===== src/design/sfpe_pkg.sv =====
// Shared constants and types for the flash program/erase command link
package sfpe_pkg;
    localparam logic [7:0] SFPE_OP_PROG_ERASE  = 8'h83;
    localparam logic [7:0] SFPE_OP_PROG_NOERASE = 8'h88;
    localparam logic [7:0] SFPE_OP_PAGE_ERASE  = 8'h81;
    localparam logic [7:0] SFPE_OP_BLOCK_ERASE = 8'h50;
    localparam logic [7:0] SFPE_OP_SECTOR_ERASE = 8'h7c;
    localparam int SFPE_ADDR_BITS      = 24;
    // Page field starts: standard mode skips 5 bits, binary mode skips 6
    localparam int SFPE_STD_PAGE_LSB   = 9;
    localparam int SFPE_BIN_PAGE_LSB   = 8;
    localparam int SFPE_PAGE_BITS      = 10;
    // Timing figures in microseconds and their cycle counts at 100 MHz
    localparam int SFPE_CLK_MHZ        = 100;
    localparam int SFPE_ERASE_PROGRAM_TIME_US = 40;
    localparam int SFPE_PROGRAM_TIME_US       = 20;
    localparam int SFPE_PAGE_ERASE_TIME_US    = 20;
    localparam int SFPE_BLOCK_ERASE_TIME_US   = 50;
    localparam int SFPE_SECTOR_ERASE_TIME_US  = 80;
    localparam int SFPE_ERASE_PROGRAM_CYC = SFPE_ERASE_PROGRAM_TIME_US * SFPE_CLK_MHZ;
    localparam int SFPE_PROGRAM_CYC       = SFPE_PROGRAM_TIME_US * SFPE_CLK_MHZ;
    localparam int SFPE_PAGE_ERASE_CYC    = SFPE_PAGE_ERASE_TIME_US * SFPE_CLK_MHZ;
    localparam int SFPE_BLOCK_ERASE_CYC   = SFPE_BLOCK_ERASE_TIME_US * SFPE_CLK_MHZ;
    localparam int SFPE_SECTOR_ERASE_CYC  = SFPE_SECTOR_ERASE_TIME_US * SFPE_CLK_MHZ;
    localparam int SFPE_SCK_DIV        = 4;
    localparam int SFPE_CMD_BITS       = 32;

    typedef enum logic [2:0] {
        SFPE_OP_NONE   = 3'h0,
        SFPE_OP_PGM_E  = 3'h1,
        SFPE_OP_PGM_NE = 3'h2,
        SFPE_OP_PG_ER  = 3'h3,
        SFPE_OP_BLK_ER = 3'h4,
        SFPE_OP_SEC_ER = 3'h5
    } sfpe_op_t;

    // Decode opcode byte to operation
    function automatic sfpe_op_t sfpe_decode(input logic [7:0] code);
        case (code)
            SFPE_OP_PROG_ERASE:   sfpe_decode = SFPE_OP_PGM_E;
            SFPE_OP_PROG_NOERASE: sfpe_decode = SFPE_OP_PGM_NE;
            SFPE_OP_PAGE_ERASE:   sfpe_decode = SFPE_OP_PG_ER;
            SFPE_OP_BLOCK_ERASE:  sfpe_decode = SFPE_OP_BLK_ER;
            SFPE_OP_SECTOR_ERASE: sfpe_decode = SFPE_OP_SEC_ER;
            default:              sfpe_decode = SFPE_OP_NONE;
        endcase
    endfunction

    // Extract the 10-bit page from the 24-bit address
    function automatic logic [9:0] sfpe_page(input logic [23:0] addr, input logic binary);
        sfpe_page = binary ? addr[SFPE_BIN_PAGE_LSB +: SFPE_PAGE_BITS]
                           : addr[SFPE_STD_PAGE_LSB +: SFPE_PAGE_BITS];
    endfunction
endpackage


===== src/design/sfpe_if.sv =====
// Serial command link between host controller and flash device
`timescale 1ns/1ns
`default_nettype none
interface sfpe_if;
    logic cs_n;
    logic sck;
    logic si;
    modport host (output cs_n, output sck, output si);
    modport dev  (input cs_n, input sck, input si);
endinterface
`default_nettype wire


===== src/design/sfpe_device.sv =====
// Flash device end: command capture, address decode and self-timed busy
//
// Summary of operation
// - 83H: program with erase, standard page field
// - Binary mode: page field shifted one bit
// - Erase-then-program starts on chip select rise
// - Busy held until internal operation finishes
// - 88H: program without erase, same layout
// - Host erases page before no-erase program
// - 81H: page erase, same page layout
// - 50H: block erase, seven upper page bits
// - Block index ignores three low page bits
// - 7CH: sector 0a/0b by page bit 3
// - Sectors 1-7 from three top page bits
// - Sector erase erases exactly one sector
`timescale 1ns/1ns
`default_nettype none
module sfpe_device
    import sfpe_pkg::*;
(
    input  wire logic        i_clk_sys,
    input  wire logic        i_resetn,
    sfpe_if.dev              link,
    input  wire logic        i_binary_page,
    output logic             o_busy,
    output logic             o_start,
    output logic [2:0]       o_op,
    output logic [9:0]       o_page,
    output logic             o_erase_first,
    output logic [6:0]       o_block,
    output logic [3:0]       o_sector
);
    typedef enum logic [1:0] {
        SFPE_ST_IDLE = 2'b00,
        SFPE_ST_SHIFT = 2'b01,
        SFPE_ST_BUSY = 2'b11
    } sfpe_dstate_t;

    sfpe_dstate_t st_q, st_d;
    logic [31:0]  sr_q, sr_d;
    logic [5:0]   cnt_q, cnt_d;
    logic [19:0]  tmr_q, tmr_d;
    logic         sck_q, sck_d;
    logic         cs_q, cs_d;
    logic         start_q, start_d;
    logic [2:0]   op_q, op_d;
    logic [9:0]   page_q, page_d;
    logic         erase_q, erase_d;
    logic [6:0]   block_q, block_d;
    logic [3:0]   sector_q, sector_d;
    sfpe_op_t     op_dec;
    logic [9:0]   page_dec;
    logic         sck_rise, cs_rise;
    logic         accept;
    logic         tmr_done;

    // Sector code: 0 and 1 split sector 0, sectors 1-7 become 2-8
    function automatic logic [3:0] sfpe_sector_of(input logic [9:0] pg);
        if (pg[9:7] == 3'h0) begin
            sfpe_sector_of = {3'h0, pg[3]};
        end else begin
            sfpe_sector_of = {1'b0, pg[9:7]} + 4'h1;
        end
    endfunction

    // Busy span of each operation in clock cycles
    function automatic logic [19:0] sfpe_op_cycles(input sfpe_op_t op);
        case (op)
            SFPE_OP_PGM_E:  sfpe_op_cycles = 20'(SFPE_ERASE_PROGRAM_CYC);
            SFPE_OP_PGM_NE: sfpe_op_cycles = 20'(SFPE_PROGRAM_CYC);
            SFPE_OP_PG_ER:  sfpe_op_cycles = 20'(SFPE_PAGE_ERASE_CYC);
            SFPE_OP_BLK_ER: sfpe_op_cycles = 20'(SFPE_BLOCK_ERASE_CYC);
            default:        sfpe_op_cycles = 20'(SFPE_SECTOR_ERASE_CYC);
        endcase
    endfunction

    // A frame counts only with all 32 bits and a known code
    function automatic logic sfpe_frame_ok(input logic [5:0] bits, input sfpe_op_t op);
        sfpe_frame_ok = (bits == 6'(SFPE_CMD_BITS)) && (op != SFPE_OP_NONE);
    endfunction

    // Previous pin levels for edge detection, reset to the idle levels
    always_comb begin
        sck_d = link.sck;
        cs_d  = link.cs_n;
    end

    always_ff @(posedge i_clk_sys) begin
        if (!i_resetn) begin
            sck_q <= 1'b0;
            cs_q  <= 1'b1;
        end else begin
            sck_q <= sck_d;
            cs_q  <= cs_d;
        end
    end

    assign sck_rise = link.sck & ~sck_q;
    assign cs_rise  = link.cs_n & ~cs_q;
    assign op_dec   = sfpe_decode(sr_q[31:24]);
    assign page_dec = sfpe_page(sr_q[23:0], i_binary_page);
    // Incomplete or unknown command starts nothing
    assign accept   = (st_q == SFPE_ST_SHIFT) && cs_rise
                      && sfpe_frame_ok(cnt_q, op_dec);
    assign tmr_done = (tmr_q <= 20'h00001);

    // Frame capture and operating state
    always_comb begin
        st_d  = st_q;
        sr_d  = sr_q;
        cnt_d = cnt_q;
        case (st_q)
            SFPE_ST_IDLE: begin
                cnt_d = '0;
                if (!link.cs_n) begin
                    st_d = SFPE_ST_SHIFT;
                end
            end
            SFPE_ST_SHIFT: begin
                // Bits beyond the 32nd are ignored
                if (sck_rise && cnt_q < 6'(SFPE_CMD_BITS)) begin
                    sr_d  = {sr_q[30:0], link.si};
                    cnt_d = cnt_q + 6'h01;
                end
                if (cs_rise) begin
                    st_d = accept ? SFPE_ST_BUSY : SFPE_ST_IDLE;
                end
            end
            SFPE_ST_BUSY: begin
                // Link ignored until the self-timed work ends
                if (tmr_done) begin
                    st_d = SFPE_ST_IDLE;
                end
            end
            default: st_d = SFPE_ST_IDLE;
        endcase
    end

    always_ff @(posedge i_clk_sys) begin
        if (!i_resetn) begin
            st_q  <= SFPE_ST_IDLE;
            sr_q  <= '0;
            cnt_q <= '0;
        end else begin
            st_q  <= st_d;
            sr_q  <= sr_d;
            cnt_q <= cnt_d;
        end
    end

    // Self-timed span: loaded on acceptance, counted down while busy
    always_comb begin
        tmr_d = tmr_q;
        if (accept) begin
            tmr_d = sfpe_op_cycles(op_dec);
        end else if (st_q == SFPE_ST_BUSY) begin
            tmr_d = tmr_done ? 20'h00000 : tmr_q - 20'h00001;
        end
    end

    always_ff @(posedge i_clk_sys) begin
        if (!i_resetn) begin
            tmr_q <= '0;
        end else begin
            tmr_q <= tmr_d;
        end
    end

    // Decoded operation, held until the next accepted command
    always_comb begin
        start_d  = accept;
        op_d     = op_q;
        page_d   = page_q;
        erase_d  = erase_q;
        block_d  = block_q;
        sector_d = sector_q;
        if (accept) begin
            op_d     = op_dec;
            page_d   = page_dec;
            erase_d  = (op_dec == SFPE_OP_PGM_E);
            block_d  = page_dec[9:3];
            sector_d = sfpe_sector_of(page_dec);
        end
    end

    always_ff @(posedge i_clk_sys) begin
        if (!i_resetn) begin
            start_q  <= 1'b0;
            op_q     <= 3'h0;
            page_q   <= '0;
            erase_q  <= 1'b0;
            block_q  <= '0;
            sector_q <= '0;
        end else begin
            start_q  <= start_d;
            op_q     <= op_d;
            page_q   <= page_d;
            erase_q  <= erase_d;
            block_q  <= block_d;
            sector_q <= sector_d;
        end
    end

    assign o_busy        = (st_q == SFPE_ST_BUSY);
    assign o_start       = start_q;
    assign o_op          = op_q;
    assign o_page        = page_q;
    assign o_erase_first = erase_q;
    assign o_block       = block_q;
    assign o_sector      = sector_q;
endmodule
`default_nettype wire


===== src/flat_wrapper.sv =====
// flat-port wrapper written by rule: the top's interface ports become plain ports
module sfpe_device_flat import sfpe_pkg::*;
  (i_clk_sys, i_resetn, i_binary_page, o_busy, o_start, o_op, o_page, o_erase_first, o_block, o_sector, link_cs_n, link_sck, link_si);
  sfpe_if link_i ();
  input  wire logic i_clk_sys;
  input  wire logic i_resetn;
  input  wire logic i_binary_page;
  output logic o_busy;
  output logic o_start;
  output logic [2:0] o_op;
  output logic [9:0] o_page;
  output logic o_erase_first;
  output logic [6:0] o_block;
  output logic [3:0] o_sector;
  input wire logic [$bits(link_i.cs_n)-1:0] link_cs_n;
  input wire logic [$bits(link_i.sck)-1:0] link_sck;
  input wire logic [$bits(link_i.si)-1:0] link_si;
  assign link_i.cs_n = link_cs_n;
  assign link_i.sck = link_sck;
  assign link_i.si = link_si;
  sfpe_device u_core (.i_clk_sys(i_clk_sys), .i_resetn(i_resetn), .link(link_i), .i_binary_page(i_binary_page), .o_busy(o_busy), .o_start(o_start), .o_op(o_op), .o_page(o_page), .o_erase_first(o_erase_first), .o_block(o_block), .o_sector(o_sector));
endmodule

===== config.mk =====
export PLATFORM = sky130hd
export DESIGN_NAME = sfpe_device_flat
export DESIGN_NICKNAME = d
export VERILOG_FILES = /design/src/design/sfpe_pkg.sv /design/src/design/sfpe_if.sv /design/src/design/sfpe_device.sv /design/src/flat_wrapper.sv
export SDC_FILE = /design/constraint.sdc
export NUM_CORES = 1
export LEC_CHECK = 0
export BUFFER_PORTS_ARGS = -buffer_cell sky130_fd_sc_hd__buf_2
export CORE_MARGIN = 2
export CORE_UTILIZATION = 50
export CTS_CLUSTER_DIAMETER = 60
export DETAILED_ROUTE_END_ITERATION = 12
export PLACE_DENSITY = 0.78
export SLEW_MARGIN = 30
export SYNTH_ARGS = -nofsm -noshare
export SYNTH_HDL_FRONTEND = slang
export SYNTH_SLANG_ARGS = --single-unit

===== constraint.sdc =====
create_clock -name i_clk_sys -period 2.8 [get_ports i_clk_sys]
set_clock_uncertainty 0.1 [all_clocks]
set_input_delay 0.56 -clock i_clk_sys [delete_from_list [all_inputs] [get_ports i_clk_sys]]
set_output_delay 0.56 -clock i_clk_sys [all_outputs]
set_load 0.1 [all_outputs]

# Yosys cells after proc, flatten, opt, wreduce, memory -nomap -nowiden
# Cells that the tools add are included.
dict set report op_classes {
  n_mux 14
  n_reduce_logical 13
  magnitude_cmp 2
  n_eq_ne 16
  n_addsub 3
  n_bitwise 4
}
# operator count
set op_table {}
lappend op_table {{2-to-1 mux 20 bit} 3}
lappend op_table {{one-hot mux 13 bit (3 select lines)} 1}
lappend op_table {{equality test 8 bit (second input constant)} 3}
lappend op_table {{<= comparator 20 x 1 -> 1 bit (second input constant)} 1}
lappend op_table {{subtractor 20 x 1 -> 20 bit (second input constant)} 1}
lappend op_table {{equality test 8 x 7 -> 1 bit (second input constant)} 2}
lappend op_table {{one-hot mux 3 bit (5 select lines)} 1}
lappend op_table {{one-hot mux 6 bit (2 select lines)} 1}
lappend op_table {{2-to-1 mux 10 bit} 1}
lappend op_table {{2-to-1 mux 2 bit} 4}
lappend op_table {{adder 6 x 1 -> 6 bit (second input constant)} 1}
lappend op_table {{equality test 3 x 2 -> 1 bit (second input constant)} 2}
lappend op_table {{equality test 6 bit (second input constant)} 1}
lappend op_table {{less-than comparator 6 bit (second input constant)} 1}
lappend op_table {{2-to-1 mux 6 bit} 1}
lappend op_table {{one-hot mux 2 bit (3 select lines)} 1}
lappend op_table {{adder 3 x 1 -> 4 bit (second input constant)} 1}
lappend op_table {{logical AND 1 bit} 4}
lappend op_table {{2-to-1 mux 4 bit} 1}
lappend op_table {{!= test 2 x 1 -> 1 bit (second input constant)} 2}
lappend op_table {{!= test 2 bit (second input constant)} 2}
lappend op_table {{AND reduction 2 bit} 2}
lappend op_table {{nonzero test 2 bit} 2}
lappend op_table {{equality test 3 x 1 -> 1 bit (second input constant)} 1}
lappend op_table {{10 further kinds} 12}
dict set report totals {
  output_inout_bits 27
  register_bits 88
}

# Logic depth before layout (Yosys ltp)
# Gate-level depths: netlist of the first run.
dict set report logic_depth {
  depth_word 8
  mapped_depth 10
  ltp_nobuf 8
}

# Worst setup path before layout of the first run
# Ideal clock, no wire load.
dict set report synth_path {
  path_type {in2reg}
  startpoint {input port i_binary_page}
  endpoint {register u_core.sector_q[2], in the netlist u_core.o_sector[2]}
  setup_ns 0.067
  arrival_ns 2.008
  cell_stages 7
  path_slack_ns 0.625
  n_path_buf 1
  path_cell_list {clkbuf_1 -> mux2i_1 -> inv_1 -> ha_1 -> o211ai_1 -> o21ai_0 -> nor2_1}
}
dict set report synth_between {
  elab_chain_cells 3
}
# element line
set synth_rtl {}
lappend synth_rtl {{start: declaration} flat_wrapper.sv:7} ;# input wire logic i_binary_page;
lappend synth_rtl {{2-to-1 mux 10 bit *} sfpe_pkg.sv:51} ;# sfpe_page = binary ? addr[SFPE_BIN_PAGE_LSB +: SFPE_PAGE_BITS]
lappend synth_rtl {{via u_core.page_dec[7]} sfpe_device.sv:52} ;# logic [9:0] page_dec;
lappend synth_rtl {{adder 3 x 1 -> 4 bit or zero test 3 bit (tied branches)} {sfpe_device.sv:62, sfpe_device.sv:59}}
lappend synth_rtl {{2-to-1 mux 4 bit *} sfpe_device.sv:59} ;# if (pg[9:7] == 3'h0) begin
lappend synth_rtl {{end signal: assignment} sfpe_device.sv:200} ;# sector_q <= sector_d;
lappend synth_rtl {{end: declaration} sfpe_device.sv:50} ;# logic [3:0] sector_q, sector_d;
# Mark *: on every way through the listed nets, which the timed path passes. The rest lies on a longest branch.
# A chain may end at the register's enable or synchronous reset.

# Worst setup path in the final report of the first run
dict set report layout_path {
  startpoint {register u_core.cnt_q[0]}
  endpoint {register u_core.tmr_q[3]}
}
dict set report layout_between {
  elab_chain_cells 4
}
# element line
set layout_rtl {}
lappend layout_rtl {{start: declaration} sfpe_device.sv:41} ;# logic [5:0] cnt_q, cnt_d;
lappend layout_rtl {{start signal: assignment} sfpe_device.sv:147} ;# cnt_q <= cnt_d;
lappend layout_rtl {{equality test 6 bit *} sfpe_device.sv:79} ;# sfpe_frame_ok = (bits == 6'(SFPE_CMD_BITS)) && (op != SFPE_OP_NONE);
lappend layout_rtl {{logical AND 1 bit *} sfpe_device.sv:79}
lappend layout_rtl {{logical AND 1 bit *} sfpe_device.sv:104} ;# && sfpe_frame_ok(cnt_q, op_dec);
lappend layout_rtl {{2-to-1 mux 20 bit or nonzero test 2 bit (tied branches)} -}
lappend layout_rtl {{end signal: assignment} sfpe_device.sv:165} ;# tmr_q <= tmr_d;
lappend layout_rtl {{end: declaration} sfpe_device.sv:42} ;# logic [19:0] tmr_q, tmr_d;
# Every way passes the cells marked *; elsewhere a longest branch is shown, timed or not.

==> results of run 1 <==
-- where the power goes --
group | switching [mW] | leakage, nW | internal [mW]
registers | 0.00297 | 0.653 | 1.15
logic | 0.0426 | 0.816 | 0.0137
clock network | 0.440 | 0.113 | 0.529
total | 0.486 | 1.58 | 1.70
-- repair_timing --
item                                    in CTS  in global routing
gates resized for setup                      0                  1
endpoints found under the setup margin       0                  1
hold endpoints to repair                     0                  0
-- cell families after synthesis --
logic type	Yosys count	share of synthesized area (%)
buffers and inverters	44	5.87
AOI/OAI and AO/OA	124	19.5
muxes	10	2.70
xor gates and xnor gates	6	1.42
and+or+nand+nor	187	24.8
adders and majority gates	6	2.02
DFF	81	43.7
-- final cells by class --
type                    count  area [um2]
clock inverters             6        90.1
inverters                  10        37.5
fillers                   650        3080
clock buffers              10         138
flip-flops and latches     81        1620
multi-input cells         333        1880
repair buffers             41         240
well taps                  99         124
-- registers in the layout (all words and copies together) (netlist names) --
| name | flops |
|---|---|
| u_core.sr_q | 32 |
| u_core.tmr_q | 20 |
| u_core.o_block | 7 |
| u_core.cnt_q | 6 |
| u_core.o_sector | 4 |
| u_core.o_op | 3 |
| u_core.o_page | 3 |
| u_core.st_q | 2 |
| u_core.cs_q | 1 |
| u_core.o_erase_first | 1 |
| u_core.o_start | 1 |
| u_core.sck_q | 1 |
-- metal layers --
metal / global-route usage [%] / share of wire, % / up-vias / wire length, um
met5: 0 / 0 / - / 0
met4: 6.54 / 1.2 / 0 / 92
met3: 6.79 / 7.0 / 9 / 557
met2: 32.0 / 47 / 103 / 3790
met1: 25.2 / 44 / 1469 / 3540
li1: - / - / 1634 / -
-- final timing paths --
check                                                   from                            to  slack [ns]  cells past startpoint
worst max register to register  u_core.cnt_q[0]$_SDFFE_PN0P_  u_core.tmr_q[3]$_SDFFE_PN0P_        0.22                      8
worst max-delay path            u_core.cnt_q[0]$_SDFFE_PN0P_  u_core.tmr_q[3]$_SDFFE_PN0P_        0.22                      8
worst min register to register  u_core.sr_q[23]$_SDFFE_PN0P_  u_core.sr_q[24]$_SDFFE_PN0P_        0.35                      2
worst min-delay path                               link_cs_n        u_core.cs_q$_SDFF_PN1_        0.31                      2
-- cells in the final DEF (no fill, tap or decap), drive strengths merged, types with 2 or more instances in the layout --
master  instances
dfxtp          81
nor3b           2
clkinv          2
and3            4
nor2b           2
clkbuf         10
xor2            4
o22ai           3
nor2           42
o21ai          19
or4             3
nor4b           2
nor3           13
bufinv          2
nand3b          3
nand2          84
ha              6
o211ai          5
nor4            6
inv            11
a211oi         11
nand2b          3
a41oi           3
mux2i          10
a21oi          65
xnor2           2
a31oi           8
and2            4
buf            41
nand4           3
nand3          12
-- worst max-delay path, delay by kind of cell, from the launching register on --
| kind | cells | cell delay (ns) |
|---|---|---|
| AOI/OAI and AO/OA | 3 | 0.91 |
| adders and majority gates | 1 | 0.14 |
| DFF | 1 | 0.34 |
| and+or+nand+nor | 3 | 0.89 |
| buffers and inverters | 1 | 0.10 |
==> results by group, run 1 <==
Run status
  • Outcome: finished, final reports clean

Drt
  • WL/cell: 13.8 um
  • 1st-iter DRT viols: 233
  • # DRC: 0
  • Drt via density: 5.54
  • ANT nets after route: 0
  • Vias: 3215
  • WL final: 7.98 mm
  • TritonRoute pass-1 iters: 5

Yosys
  • Net count after synthesis: 470
  • Dominant cells by area after synthesis: dfxtp_1 44%, a21oi_1 8.8%, nand2_1 8.3%
  • Mapped Cells: 458
  • Post-synth EDFFs: 0
  • Fraction of registers with async set/reset: 0%
  • Most frequent cell after synthesis: nand2_1
  • Area leader, netlist: dfxtp_1
  • Yosys warns: 0
  • Yosys reg bits: 81
  • Synth Cell Area: 0.00371 mm2
  • Main flop type after synthesis: dfxtp_1
  • List of most frequent post-synthesis cells: 82 x nand2_1, 81 x dfxtp_1, 65 x a21oi_1
  • Synth cell types: 54
  • Post-synth top area share: 43.7%
  • Post-synthesis sequential area ratio: 43.7%
  • Synthesized area per cell: 8.09 um2

Floorplan
  • Starting Density: 51.4%
  • Cell Rows: 31
  • Placeable Area: 0.00721 mm2
  • Io pins: 33
  • DIE WIDTH: 90.1 um
  • Die height: 90.1 um
  • Die Area: 0.00812 mm2

CTS
  • CTS tree: yes
  • Clock Pin Slew Worst Setup and Hold Paths: 0.08 ns
  • Hold Buf Count CTS: 0
  • Clk Latency, worst-skew pair: 0.36 ns
  • Root Buffer: clkbuf_8
  • Num CTS Buffers: 9
  • # clock sinks: 81
  • Post-CTS Setup Bufs: 0
  • CTS max path bufs: 2
  • H-tree depth: 3

Placed design
  • IO buf count: 32
  • Dpl cells: 564
  • Pre-CTS setup slack: 0.225 ns
  • Gpl congestion: 0.827
  • DP HPWL: 5.37 mm
  • Placed cell areas: 0.00389 mm2

Final layout
  • Post-layout net count: 488
  • Area growth syn-to-layout: 11.4%
  • Design Area, Final: 0.00413 mm2
  • Non-Filler Instances: 580
  • Ant diodes: 0
  • Fin util: 57.2%
  • Share of layout cells above drive strength 1: 15.0%

Timing
  • Hold WS: 0.314 ns
  • Slew headroom: 63.3%
  • Hold Vio Cnt, Final: 0
  • Worst-Margin Slew: 0.545 ns
  • RSZ-0062 raised after global routing: false
  • Peak Freq: 0.387 GHz
  • Setup-failing EPs final: 0
  • Sum Neg Setup Slack: 0 ns
  • Max Slew Vio Count: 0
  • Fin crit period: 2.58 ns
  • Final WS setup: 0.219 ns
  • Final period util: 92.2%

Global route
  • Antenna violations before repair: 0
  • Gr ovfl total: 0
  • First-pass GRT wire length: 13.3 mm
  • Vias in the first global route: 2954
  • Overall Global Routing Usage: 19.9%
  • Largest net degree at the start of global routing: 50

Critical path
  • CP Data Required Time: 2.94 ns
  • Startpoint Class: flop
  • Critical-path top delay cell: a21o_1
  • CP arrival: 2.73 ns
  • Worst Setup End Kind: flop
  • Crit Path Category: flop to flop
  • Crit-path max cell delay: 0.46 ns
  • CP max FO: 12
  • Worst-path cell chain: inv_1 > ha_1 > nor4bb_1 > nand4_1 > a21o_1 > nand2_1 > a21oi_1 > a2111oi_0

Power and ir drop
  • Total power draw: 2.18 mW
  • Leakage Power: 1.58 nW
  • IR drop worst, VDD: 265 uV
  • Pwr Density: 529 mW/mm2

Min path
  • Hold Path Class: primary input to flop

Run
  • Max-cap violations: 0
Note: power is estimated with default switching activity, not from simulation.
==> inputs of run 2 (changes only) <==
Settings changed: PLACE_DENSITY 0.78 to 0.72.
==> run 2 against run 1 <==
  * Hold slack improved by 0.015 ns
  * Power decreased by 1.5%
  * Sequential share of layout area increased by 0.20 points
  * Sequential power about the same
  * First-iteration DRC count increased by 3.0%
  * Via count decreased by 0.37%
  * Global-route usage increased by 0.53 points
  * Largest cell class unchanged
==> results by group, run 2 (same netlist as run 1, synthesis figures left out) <==
Global route
  • Antenna violations before repair: 0
  • Gr ovfl total: 0
  • Overall Global Routing Usage: 20.4%
  • Vias in the first global route: 2881
  • Largest net degree at the start of global routing: 48
  • First-pass GRT wire length: 13.6 mm

CTS
  • Clk Latency, worst-skew pair: 0.35 ns
  • # clock sinks: 81
  • Clock Pin Slew Worst Setup and Hold Paths: 0.08 ns
  • CTS tree: yes
  • Post-CTS Setup Bufs: 0
  • Post_cts resized: 0
  • H-tree depth: 3
  • Num CTS Buffers: 9
  • CTS max path bufs: 2
  • Root Buffer: clkbuf_8
  • Hold Buf Count CTS: 0

Critical path
  • CP Data Required Time: 2.94 ns
  • Buf/Inv on CP: 1
  • Worst-path cell chain: inv_1 > ha_1 > nor4bb_1 > nand4_1 > a21o_1 > nand2_1 > a21oi_1 > a2111oi_0
  • R2r startpoint: u_core.cnt_q[0]$_SDFFE_PN0P_
  • Reg-to-Reg End: u_core.tmr_q[3]$_SDFFE_PN0P_
  • Critical-path top delay cell: a21o_1
  • Crit Path Category: flop to flop
  • CP max FO: 12
  • Crit-path max cell delay: 0.41 ns
  • Top delay family on crit path: compound AO/OA/AOI/OAI gates
  • Startpoint Class: flop
  • Worst R2R Setup Slack: 0.33 ns
  • Worst Setup End Kind: flop
  • CP arrival: 2.61 ns
  • R2R depth: 8

Floorplan
  • Die height: 90.1 um
  • Cell Rows: 31
  • Die Area: 0.00812 mm2
  • DIE WIDTH: 90.1 um
  • Placeable Area: 0.00721 mm2
  • Starting Density: 51.4%
  • Io pins: 33

Drt
  • # DRC: 0
  • 1st-iter DRT viols: 240
  • TritonRoute pass-1 iters: 5
  • ANT nets after route: 0
  • Drt via density: 5.55
  • WL final: 7.97 mm
  • WL/cell: 13.8 um
  • Vias: 3203

Min path
  • Hold EP: u_core.cs_q$_SDFF_PN1_
  • Hold_sp: link_cs_n
  • Hold Crit Depth: 2
  • Hold Path Class: primary input to flop

Timing
  • Slew headroom: 62.4%
  • Worst-Margin Slew: 0.558 ns
  • Fin crit period: 2.47 ns
  • Max Slew Vio Count: 0
  • RSZ-0062 raised after global routing: false
  • Setup-failing EPs final: 0
  • Sum Neg Setup Slack: 0 ns
  • Peak Freq: 0.405 GHz
  • Hold Vio Cnt, Final: 0
  • Final period util: 88.2%

Placed design
  • IO buf count: 32
  • Gpl congestion: 0.821
  • DP HPWL: 5.39 mm
  • Dpl cells: 562

Final layout
  • Non-Filler Instances: 577
  • Most common cell after layout, fill and taps aside: nand2_1
  • Multi-input logic area: 0.00187 mm2
  • Register area: 0.00162 mm2
  • Commonest non-fill, non-tap cells in the layout: 82 x nand2_1, 81 x dfxtp_1, 64 x a21oi_1, 40 x nor2_1, 32 x buf_2
  • Post-layout net count: 486
  • Share of layout cells above drive strength 1: 14.4%
  • Area growth syn-to-layout: 10.8%
  • Reg with most FFs: u_core.sr_q
  • Ant diodes: 0
  • # fillers: 667
  • Max reg flops: 32

Power and ir drop
  • Internal power: 1.67 mW
  • Leakage Power: 1.56 nW
  • Logic gate share of total power: 2.7%
  • Pwr Density: 523 mW/mm2
  • Sw Share: 22.3%
  • Sequential Power Share: 53.8%
  • Switching power: 0.479 mW
  • IR drop worst, VDD: 237 uV
  • Clk pwr share: 43.5%

Run status
  • Outcome: finished, final reports clean

Run
  • Max-cap violations: 0
## run 2: power by group through the flow
stage	clock network (mW)	registers, mW	logic, mW
2_1_floorplan	0	1.18	0.0422
3_3_place_gp	0	1.18	0.0592
3_5_place_dp	0	1.18	0.0594
4_1_cts	0.961	1.16	0.0596
5_1_grt	1.01	1.16	0.0653
6_report	0.935	1.16	0.0591
## run 2: final cells by class
class	count	area share (%)
clock buffers	9	3.01
flip-flops and latches	81	39.5
well taps	99	3.01
clock inverters	6	2.25
repair buffers	39	5.79
multi-input cells	333	45.6
inverters	10	0.914
## run 2: worst reg2reg max path: cells and delay by family, from the launching register on
kind / cells / cell delay [ns]
simple gates: 3 / 0.83
compound gates: 3 / 0.84
fa+ha+maj: 1 / 0.14
flops: 1 / 0.34
buf+inv: 1 / 0.10
## run 2: how the worst max path moves through the flow
stage,slack (ns),cells after the start,end,startpoint
after detailed placement,0.25,7,u_core.tmr_q[3]$_SDFFE_PN0P_,link_cs_n
after global placement,0.39,7,u_core.tmr_q[3]$_SDFFE_PN0P_,link_cs_n
after global routing,0.12,8,u_core.tmr_q[3]$_SDFFE_PN0P_,u_core.cnt_q[0]$_SDFFE_PN0P_
after floorplan,0.63,7,u_core.o_sector[2]$_SDFFE_PN0N_,i_binary_page
after CTS,0.30,8,u_core.tmr_q[3]$_SDFFE_PN0P_,u_core.cnt_q[0]$_SDFFE_PN0P_
final,0.33,8,u_core.tmr_q[3]$_SDFFE_PN0P_,u_core.cnt_q[0]$_SDFFE_PN0P_
## run 2: layer usage
| metal | share of wire (%) | track usage (%) |
|---|---|---|
| met1 | 48 | 28.3 |
| met2 | 46 | 31.5 |
| met3 | 5.4 | 4.02 |
| met4 | 1.0 | 8.08 |
| met5 | 0 | 0 |
## run 2: through the flow
step	power, mW	hold slack (ns)	worst slack, ns	util (%)	cell area [um2]
after global routing	2.23	0.342	0.115	57.0	4110
final	2.15	0.329	0.331	57.0	4110
after floorplan	1.23	0.332	0.625	-	3710
after detailed placement	1.24	0.343	0.248	54.0	3890
after global placement	1.24	0.338	0.392	54.0	3890
after CTS	2.18	0.320	0.298	57.0	4110
